File: src/common/ira_pkg.sv
// constants, carriers and address decoding for the indirect register access unit
// assumes a single 200 MHz clock and a plain strobed register port
package ira_pkg;

	// ----------------------------------------------------------------
	// widths
	// ----------------------------------------------------------------
	localparam int DATA_W = 16;
	localparam int ADDR_W = 8;
	localparam int SLOT_W = 6;
	localparam int SLOTS = 33;
	localparam int EVT_W = 3;

	// ----------------------------------------------------------------
	// direct register offsets
	// ----------------------------------------------------------------
	localparam logic [7:0] OFS_IRQ_STATUS = 8'h14;
	localparam logic [7:0] OFS_IRQ_ENABLE = 8'h15;
	localparam logic [7:0] OFS_IRQ_CLEAR = 8'h16;
	localparam logic [7:0] OFS_INDIRECT_DATA = 8'h1C;
	localparam logic [7:0] OFS_INDIRECT_ADDRESS = 8'h1D;
	localparam logic [7:0] OFS_ACCESS_STATUS = 8'h1F;

	// ----------------------------------------------------------------
	// field positions
	// ----------------------------------------------------------------
	localparam int EVT_DONE = 0;
	localparam int EVT_REFUSED = 1;
	localparam int EVT_UNMAPPED = 2;
	localparam int STS_PENDING = 0;
	localparam int STS_IS_WRITE = 1;
	localparam int STS_DATA_WRITTEN = 2;

	// ----------------------------------------------------------------
	// reset values and timing
	// ----------------------------------------------------------------
	localparam logic [15:0] RST_DATA = 16'h0000;
	localparam logic [7:0] RST_ADDR = 8'h00;
	localparam logic [2:0] RST_EVT = 3'h0;
	localparam longint CLK_HZ = 200000000;
	localparam longint TICK_HZ = 16000;
	localparam int TICK_CYCLES = int'(CLK_HZ / TICK_HZ);

	// ----------------------------------------------------------------
	// indirect address map
	// ----------------------------------------------------------------
	localparam logic [7:0] IA_OSC_FIRST = 8'h00;
	localparam logic [7:0] IA_OSC_LAST = 8'h05;
	localparam logic [7:0] IA_RING_FIRST = 8'h06;
	localparam logic [7:0] IA_RING_LAST = 8'h09;
	localparam logic [7:0] IA_RECEIVE_GAIN = 8'h0D;
	localparam logic [7:0] IA_TRANSMIT_GAIN = 8'h0E;
	localparam logic [7:0] IA_LOOP_UPPER = 8'h0F;
	localparam logic [7:0] IA_LINE_LAST = 8'h1B;
	localparam logic [7:0] IA_MIN_VOLTAGE = 8'h40;
	localparam logic [7:0] IA_LOOP_LOWER = 8'h42;
	localparam logic [7:0] IA_FSK_FIRST = 8'h45;
	localparam logic [7:0] IA_FSK_LAST = 8'h4A;
	localparam logic [5:0] SLOT_GAIN_BASE = 6'h0A;
	localparam logic [5:0] SLOT_MIN_VOLTAGE = 6'h19;
	localparam logic [5:0] SLOT_LOOP_LOWER = 6'h1A;
	localparam logic [5:0] SLOT_FSK_BASE = 6'h1B;

	// ----------------------------------------------------------------
	// carriers
	// ----------------------------------------------------------------
	typedef struct packed {
		logic [ADDR_W-1:0] addr;
		logic [DATA_W-1:0] wdata;
		logic wr;
		logic rd;
	} ira_bus_req_type;

	typedef struct packed {
		logic mapped;
		logic [SLOT_W-1:0] slot;
	} ira_decode_type;

	// renumbered map: oscillator, ringing, gain and line words pack densely into slots
	function automatic ira_decode_type ira_decode(input logic [ADDR_W-1:0] a);
		ira_decode_type d;
		d.mapped = 1'b1;
		d.slot = '0;
		if (a <= IA_RING_LAST)
			d.slot = a[SLOT_W-1:0];
		else if (a >= IA_RECEIVE_GAIN && a <= IA_LINE_LAST)
			d.slot = SLOT_W'(a - IA_RECEIVE_GAIN) + SLOT_GAIN_BASE;
		else if (a == IA_MIN_VOLTAGE)
			d.slot = SLOT_MIN_VOLTAGE;
		else if (a == IA_LOOP_LOWER)
			d.slot = SLOT_LOOP_LOWER;
		else if (a >= IA_FSK_FIRST && a <= IA_FSK_LAST)
			d.slot = SLOT_W'(a - IA_FSK_FIRST) + SLOT_FSK_BASE;
		else
			d.mapped = 1'b0;
		return d;
	endfunction

endpackage

File: src/core/ira_tick.sv
// periodic update tick generator
// assumes one free running clock; the tick is a one-cycle enable pulse
`timescale 1ns/1ps
module ira_tick #(
	parameter int TICK_CYCLES = ira_pkg::TICK_CYCLES
)(
	// clock and reset
	input wire logic clk,
	input wire logic nrst,
	// tick out
	output logic tick
);

	typedef struct packed {
		logic [15:0] count;
		logic tick;
	} ira_tick_state_type;

	ira_tick_state_type state_reg;
	ira_tick_state_type state_next;

	always_comb
	begin
		state_next = state_reg;
		state_next.tick = 1'b0;
		if (state_reg.count == 16'(TICK_CYCLES - 1))
		begin
			state_next.count = '0;
			state_next.tick = 1'b1;
		end
		else
			state_next.count = state_reg.count + 16'h0001;
	end

	always_ff @(posedge clk or negedge nrst)
	begin
		if (!nrst)
			state_reg <= '0;
		else
			state_reg <= state_next;
	end

	assign tick = state_reg.tick;

endmodule

File: src/core/ira_irq.sv
// sticky event status with enable mask and write-one-to-clear
// assumes events are one-cycle pulses in the clock domain
`timescale 1ns/1ps
module ira_irq (
	// clock and reset
	input wire logic clk,
	input wire logic nrst,
	// events
	input wire logic [ira_pkg::EVT_W-1:0] event_set,
	// software access
	input wire logic enable_wr,
	input wire logic clear_wr,
	input wire logic [ira_pkg::EVT_W-1:0] wbits,
	// state out
	output logic [ira_pkg::EVT_W-1:0] status,
	output logic [ira_pkg::EVT_W-1:0] enable,
	output logic irq
);

	typedef struct packed {
		logic [ira_pkg::EVT_W-1:0] status;
		logic [ira_pkg::EVT_W-1:0] enable;
		logic irq;
	} ira_irq_state_type;

	ira_irq_state_type state_reg;
	ira_irq_state_type state_next;

	always_comb
	begin
		state_next = state_reg;
		if (enable_wr)
			state_next.enable = wbits;
		// a set in the clearing cycle survives
		state_next.status = (state_reg.status & ~(clear_wr ? wbits : ira_pkg::RST_EVT)) | event_set;
		state_next.irq = |(state_next.status & state_next.enable);
	end

	always_ff @(posedge clk or negedge nrst)
	begin
		if (!nrst)
			state_reg <= '0;
		else
			state_reg <= state_next;
	end

	assign status = state_reg.status;
	assign enable = state_reg.enable;
	assign irq = state_reg.irq;

endmodule

File: src/core/ira_top.sv
// indirect register access unit: direct register port, request tracking,
// indirect word store and completion interrupt
// assumes a host that drives one-cycle strobes synchronous to clk
//
// Summary of operation
// the indirect words have no direct address and are reached only through the data and address registers.
// writing the data register and then the address register stores the data word at that indirect address on the next tick.
// writing the address register with no data write before it loads that indirect word into the data register on the next tick.
// pending transfers are serviced only on a 16 kHz tick derived from the clock.
// the pending bit in register 31 stays one from the request until the tick that services it.
// each completed transfer sets the done status bit in register 20, which raises the interrupt when enabled.
// oscillator words sit at indirect 0 to 5, ringing at 6 to 9, receive gain at 13 and transmit gain at 14.
// the renumbered map holds the upper loop threshold at 15, minimum voltage at 64, lower threshold at 66, FSK at 69 to 74.
// every indirect word is 16 bits of two's complement and holds no defined value until written.
// the host waits for the pending bit to drop or for the interrupt before the next request or readback.
`timescale 1ns/1ps
module ira_top #(
	parameter int TICK_CYCLES = ira_pkg::TICK_CYCLES
)(
	// clock and reset
	input wire logic clk,
	input wire logic nrst,
	// register port
	input wire logic [ira_pkg::ADDR_W-1:0] reg_addr,
	input wire logic [ira_pkg::DATA_W-1:0] reg_wdata,
	input wire logic reg_wr,
	input wire logic reg_rd,
	output logic [ira_pkg::DATA_W-1:0] reg_rdata,
	// interrupt
	output logic indirect_done_interrupt
);

	// ----------------------------------------------------------------
	// state
	// ----------------------------------------------------------------
	typedef struct packed {
		logic [ira_pkg::DATA_W-1:0] indirect_data_reg;
		logic [ira_pkg::ADDR_W-1:0] indirect_address_reg;
		logic data_written;
		logic indirect_access_pending;
		logic is_write;
		logic [ira_pkg::EVT_W-1:0] events;
		logic [ira_pkg::DATA_W-1:0] rdata;
		logic [ira_pkg::SLOTS-1:0][ira_pkg::DATA_W-1:0] store;
	} ira_top_state_type;

	ira_top_state_type state_reg;
	ira_top_state_type state_next;

	ira_pkg::ira_bus_req_type req;
	ira_pkg::ira_decode_type target;
	logic tick;
	logic [ira_pkg::EVT_W-1:0] irq_status;
	logic [ira_pkg::EVT_W-1:0] irq_enable;
	logic enable_wr;
	logic clear_wr;
	logic data_wr;
	logic addr_wr;

	// ----------------------------------------------------------------
	// register port decode
	// ----------------------------------------------------------------
	always_comb
	begin
		req.addr = reg_addr;
		req.wdata = reg_wdata;
		req.wr = reg_wr;
		req.rd = reg_rd;
	end

	assign data_wr = req.wr && req.addr == ira_pkg::OFS_INDIRECT_DATA;
	assign addr_wr = req.wr && req.addr == ira_pkg::OFS_INDIRECT_ADDRESS;
	assign enable_wr = req.wr && req.addr == ira_pkg::OFS_IRQ_ENABLE;
	assign clear_wr = req.wr && req.addr == ira_pkg::OFS_IRQ_CLEAR;

	// ----------------------------------------------------------------
	// update tick
	// ----------------------------------------------------------------
	ira_tick #(
		.TICK_CYCLES(TICK_CYCLES)
	) u_tick (
		.clk(clk),
		.nrst(nrst),
		.tick(tick)
	);

	// ----------------------------------------------------------------
	// interrupt status, enable and clear
	// ----------------------------------------------------------------
	ira_irq u_irq (
		.clk(clk),
		.nrst(nrst),
		.event_set(state_reg.events),
		.enable_wr(enable_wr),
		.clear_wr(clear_wr),
		.wbits(req.wdata[ira_pkg::EVT_W-1:0]),
		.status(irq_status),
		.enable(irq_enable),
		.irq(indirect_done_interrupt)
	);

	// ----------------------------------------------------------------
	// indirect address decoder
	// ----------------------------------------------------------------
	// the held address is decoded, so a read and a write see the same slot
	assign target = ira_pkg::ira_decode(state_reg.indirect_address_reg);

	// ----------------------------------------------------------------
	// next state
	// ----------------------------------------------------------------
	always_comb
	begin
		state_next = state_reg;
		state_next.events = ira_pkg::RST_EVT;
		state_next.rdata = '0;

		// host requests; a new one while a transfer is pending is dropped and flagged
		if (data_wr)
		begin
			if (state_reg.indirect_access_pending)
				state_next.events[ira_pkg::EVT_REFUSED] = 1'b1;
			else
			begin
				state_next.indirect_data_reg = req.wdata;
				state_next.data_written = 1'b1;
			end
		end

		if (addr_wr)
		begin
			if (state_reg.indirect_access_pending)
				state_next.events[ira_pkg::EVT_REFUSED] = 1'b1;
			else
			begin
				state_next.indirect_address_reg = req.wdata[ira_pkg::ADDR_W-1:0];
				state_next.indirect_access_pending = 1'b1;
				state_next.is_write = state_reg.data_written;
				state_next.data_written = 1'b0;
			end
		end

		// service on the tick; the address write of this cycle waits for the next one
		if (tick && state_reg.indirect_access_pending)
		begin
			state_next.indirect_access_pending = 1'b0;
			state_next.events[ira_pkg::EVT_DONE] = 1'b1;
			if (!target.mapped)
				state_next.events[ira_pkg::EVT_UNMAPPED] = 1'b1;
			if (state_reg.is_write)
			begin
				if (target.mapped)
					state_next.store[target.slot] = state_reg.indirect_data_reg;
			end
			else if (target.mapped)
				state_next.indirect_data_reg = state_reg.store[target.slot];
			else
				state_next.indirect_data_reg = ira_pkg::RST_DATA;
		end

		// read data: the store itself has no direct offset
		if (req.rd)
		begin
			unique case (req.addr)
				ira_pkg::OFS_IRQ_STATUS:
					state_next.rdata = ira_pkg::DATA_W'(irq_status);
				ira_pkg::OFS_IRQ_ENABLE:
					state_next.rdata = ira_pkg::DATA_W'(irq_enable);
				ira_pkg::OFS_INDIRECT_DATA:
					state_next.rdata = state_reg.indirect_data_reg;
				ira_pkg::OFS_INDIRECT_ADDRESS:
					state_next.rdata = ira_pkg::DATA_W'(state_reg.indirect_address_reg);
				ira_pkg::OFS_ACCESS_STATUS:
				begin
					state_next.rdata[ira_pkg::STS_PENDING] = state_reg.indirect_access_pending;
					state_next.rdata[ira_pkg::STS_IS_WRITE] = state_reg.is_write;
					state_next.rdata[ira_pkg::STS_DATA_WRITTEN] = state_reg.data_written;
				end
				default:
					state_next.rdata = '0;
			endcase
		end
	end

	// ----------------------------------------------------------------
	// registers
	// ----------------------------------------------------------------
	// the store is cleared only to keep simulation free of unknowns;
	// software must not rely on its contents before writing them
	always_ff @(posedge clk or negedge nrst)
	begin
		if (!nrst)
		begin
			state_reg <= '0;
			state_reg.indirect_data_reg <= ira_pkg::RST_DATA;
			state_reg.indirect_address_reg <= ira_pkg::RST_ADDR;
		end
		else
			state_reg <= state_next;
	end

	assign reg_rdata = state_reg.rdata;

endmodule

File: config.mk
export PLATFORM = sky130hd
export DESIGN_NAME = ira_top
export DESIGN_NICKNAME = d
export VERILOG_FILES = /design/src/common/ira_pkg.sv /design/src/core/ira_tick.sv /design/src/core/ira_irq.sv /design/src/core/ira_top.sv
export SDC_FILE = /design/constraint.sdc
export NUM_CORES = 1
export LEC_CHECK = 0
export BUFFER_PORTS_ARGS = -buffer_cell sky130_fd_sc_hd__buf_2
export CORE_MARGIN = 8
export CORE_UTILIZATION = 60
export DETAILED_ROUTE_END_ITERATION = 8
export HOLD_SLACK_MARGIN = 0.12
export PLACE_DENSITY = 0.77
export REMOVE_ABC_BUFFERS = 1
export SYNTH_ARGS = -nofsm -noshare
export SYNTH_HDL_FRONTEND = slang
export SYNTH_SLANG_ARGS = --single-unit
File: constraint.sdc
create_clock -name clk -period 11.4 [get_ports clk]
set_input_delay 1.14 -clock clk [delete_from_list [all_inputs] [get_ports clk]]
set_output_delay 1.14 -clock clk [all_outputs]
set_load 0.02 [all_outputs]
==> results_tabular.tex <==
\begin{tabular}{lr}
\hline
Metric & Value \\
\hline
\multicolumn{2}{l}{\textbf{Clocking}} \\
H-tree depth & 2 \\
TritonCTS Buffers & 61 \\
Sinks on the clock net & 598 \\
TritonCTS clock tree & done \\
Gates resized, CTS repair & 0 \\
Hold buffer count at CTS & 0 \\
Cell at the root of the clock tree & clkbuf\_16 \\
Worst-case clock buffer depth & 3 \\
Post-CTS setup buffer count & 0 \\
Clk Latency, worst-skew pair & approximately 0.64 ns \\
Clock Pin Slew Worst Setup and Hold Paths & 0.06 ns \\
\multicolumn{2}{l}{\textbf{Setup path}} \\
Setup slack on the worst flop-to-flop path & 5.44 ns \\
Arrival time at the worst endpoint & 6.47 ns \\
Cell with the biggest individual delay on the critical path & nor2\_2 \\
Top Family by Delay on Critical Path & simple AND/OR/NAND/NOR gates \\
Start of the worst register-to-register path & state\_reg[551] \\
Data required time of the critical path & approximately 12 ns \\
Series of cell instances along the critical path & inv\_1 -> ha\_1 -> and2b\_1 -> o22a\_1 -> o2111ai\_1 -> and2\_4 -> buf\_4 -> nand3\_1 -> nor2\_2 -> mux2\_2 \\
Worst r2r dst & state\_reg[474] \\
Worst path buffer plus inverter count & 2 \\
Type of element capturing the critical path & register \\
Crit path depth & 10 \\
Crit start category & register \\
Worst stage delay on the critical path & roughly 1.0 ns \\
Maximum fanout along the worst path & 57 \\
Critical Setup Path Class & reg -> reg \\
Launch point of the worst path & state\_reg[551] \\
Cells on worst reg2reg path & 10 \\
Critical path destination & state\_reg[474] \\
\multicolumn{2}{l}{\textbf{Placed design}} \\
Count of placed standard cells including taps & 2,805 \\
Routability cong. & around 0.94 \\
Placed wire-length estimate & 50,530 um \\
IO Port Bufs & 44 \\
\multicolumn{2}{l}{\textbf{STA}} \\
Period utilisation layout & 0.5229 \\
Shortest clock period the worst path allows after layout & between 5 and 6 ns \\
Slew of the pin with the lowest slew margin & 1.322 ns \\
Setup TNS after final layout & 0 ns \\
Setup repair after global routing missed its margin & false \\
Peak Freq & 0.1677 GHz \\
Final Setup Violations & 0 \\
Clock skew & $\sim$0.022 ns \\
Pins Over Slew Limit & 0 \\
Max-slew headroom & 0.1180 \\
Final hold violation count & 0 \\
\multicolumn{2}{l}{\textbf{Synthesis}} \\
Synth Area per Inst & $\sim$12 sq um \\
Number of synthesis warnings & 0 \\
Number of flops mapped to enable cells by yosys & 0 \\
Primary flip-flop cell chosen by synthesis mapping & dfrtp\_1 \\
Cell type with the largest total area after synthesis & dfrtp\_1 \\
Share of the synthesized area in the top cell type & 0.5366 \\
Number of distinct library cells after synthesis & 89 \\
Mapped Area & 0.02789 sq mm \\
Dominant cells by area after synthesis & dfrtp\_1 (54\%), mux2\_2 (22\%), nand2\_1 (2.8\%), mux2i\_1 (2.3\%), nor2\_1 (1.6\%) \\
Number of synthesized register bits & 598 \\
Instance count of the mapped netlist & 2,301 \\
Sequential share of the synthesized area & 0.5366 \\
Share of async-settable or async-resettable flops after synthesis & 1.000 \\
\multicolumn{2}{l}{\textbf{Cells and area}} \\
Most used cells in the layout excluding fill and tap cells & dfrtp\_1 (598), mux2\_2 (536), nand2\_1 (203) \\
Most common cell after layout, fill and taps aside & dfrtp\_1 \\
Share of post-route cells with drive strength above 1 & 0.3411 \\
Final-layout fill cell count & 3,294 \\
Multi-input logic area & approximately 0.012 sq mm \\
Count of non-filler cells in the finished layout & 2,920 \\
Final net count & around 2,300 \\
Largest register FFs & 557 \\
Number of antenna cells inserted & 0 \\
Area occupied by registers & 0.01496 sq mm \\
Area Growth Syn to Fin & 9.620\% \\
\multicolumn{2}{l}{\textbf{Route}} \\
DRC violations left & 0 \\
Pre-antenna DRT Iters & 5 \\
Vias per cell & 6.974 \\
Vias after detailed routing & 20,363 \\
Routed Antenna Nets & 0 \\
Final routed wire length divided by cell count & a little under 30 um \\
Wire length after detailed routing & 84,120 um \\
Starting DRT DRC Count & 2,589 \\
\multicolumn{2}{l}{\textbf{Die}} \\
Chip Height & about 230 um \\
Die Area & $\sim$0.054 sq mm \\
Initial Utilization & 0.6028 \\
Core area & 0.04626 sq mm \\
Horizontal die dimension & 231.6 um \\
Cell Rows & 79 \\
I/O pins & 45 \\
\multicolumn{2}{l}{\textbf{Job}} \\
Count of maximum capacitance violations & 0 \\
\multicolumn{2}{l}{\textbf{GRT}} \\
Largest net degree at the start of global routing & 123 \\
Global-route wire length before repair & 127,800 um \\
Initial antenna violation count & 2 \\
Global-route total usage across every layer & 0.3119 \\
Total congestion overflow after global routing & 0 \\
Via count of the first global-routing pass & 20,683 \\
\multicolumn{2}{l}{\textbf{Power}} \\
Leakage power of the design & between 10 and 15 nW \\
Max rail drop VDD & 0.0001214 V \\
Power per Cell Area & 142.5 mW/mm\^{}2 \\
\multicolumn{2}{l}{\textbf{Worst hold path}} \\
Instance count along the most critical hold path & 1 \\
Type of the worst min-delay path & reg -> reg \\
\multicolumn{2}{l}{\textbf{Status}} \\
Outcome & finished clean \\
\hline
\end{tabular}
cell families after synthesis:
family | Yosys count | synth area share
mux | 616 | 0.2459
flops | 598 | 0.5366
simple gates | 521 | 0.08633
compound gates | 335 | 0.08750
buf+inv | 209 | 0.03576
xor+xnor | 15 | 0.004711
fa+ha+maj | 7 | 0.003141
how the worst min path moves through the flow:
| stage | start | end |
|---|---|---|
| floorplan | state_reg[546] | u_irq.status[2] |
| finish | u_tick.state_reg[1] | u_tick.state_reg[1] |
| global placement | state_reg[546] | u_irq.status[2] |
| detailed placement | state_reg[546] | u_irq.status[2] |
| global route | u_tick.state_reg[1] | u_tick.state_reg[1] |
| CTS | u_tick.state_reg[1] | u_tick.state_reg[1] |
per-stage QoR:
| stage | util | cell area [sq um] | worst slack, ns | power, mW | hold slack (ns) |
|---|---|---|---|---|---|
| after detailed placement | 0.6133 | 28370 | 5.713 | 2.229 | 0.4491 |
| after global placement | 0.6133 | 28370 | 5.984 | 2.227 | 0.4353 |
| after global routing | 0.6608 | 30570 | 5.347 | 4.462 | 0.4716 |
| after floorplan | - | 26930 | 5.471 | 2.172 | 0.4230 |
| after CTS | 0.6608 | 30570 | 5.715 | 4.368 | 0.4594 |
| final | 0.6608 | 30570 | 5.439 | 4.357 | 0.4579 |
cell usage after synthesis, drive strengths merged, types with 5 or more instances:
master,n
dfrtp,598
inv,11
a211oi,9
a31oi,23
a41o,6
and3,7
o22a,11
o211ai,6
xnor2,10
nand3,78
nor2,128
or3,7
a311oi,7
nand2b,8
mux2i,63
o311ai,6
nor4,6
mux2,553
a22oi,5
ha,7
a21o,7
o32ai,13
o31ai,9
buf,114
o22ai,67
o21ai,39
a21oi,39
o221ai,21
or2,9
o221a,6
clkbuf,84
a211o,6
and2,14
nand4,15
a32oi,7
xor2,5
nor3,27
nand2,207
routing by layer:
metal  vias to the layer above  track usage  wire [um]
met5                         -            0         23
met4                         4       0.1723       5037
met3                       364      0.09537      10200
met2                      1315       0.4696      37250
met1                     10386       0.4010      31610
li1                       8294            -          -
final cells by class:
type,count,area share
Clock buffer,89,0.06001
Clock inverter,26,0.01191
Inverter,11,0.001351
Multi-Input combinational cell,1494,0.3923
Sequential cell,598,0.4895
Tap cell,607,0.02485
Timing Repair Buffer,95,0.02006
where the power goes:
group | internal (mW) | switching, mW
clock | 1.31 | 0.855
sequential | 2.12 | 0.000636
combinational | 0.00982 | 0.0542
worst reg2reg max path, stage by stage, from the launching register on:
cell,delay (ns)
dfrtp_1,0.55
inv_1,0.20
ha_1,0.29
and2b_1,0.26
o22a_1,0.32
o2111ai_1,0.51
and2_4,0.61
buf_4,0.76
nand3_1,0.89
nor2_2,1.03
mux2_2,0.43
Note: power is estimated with default switching activity, not from simulation.
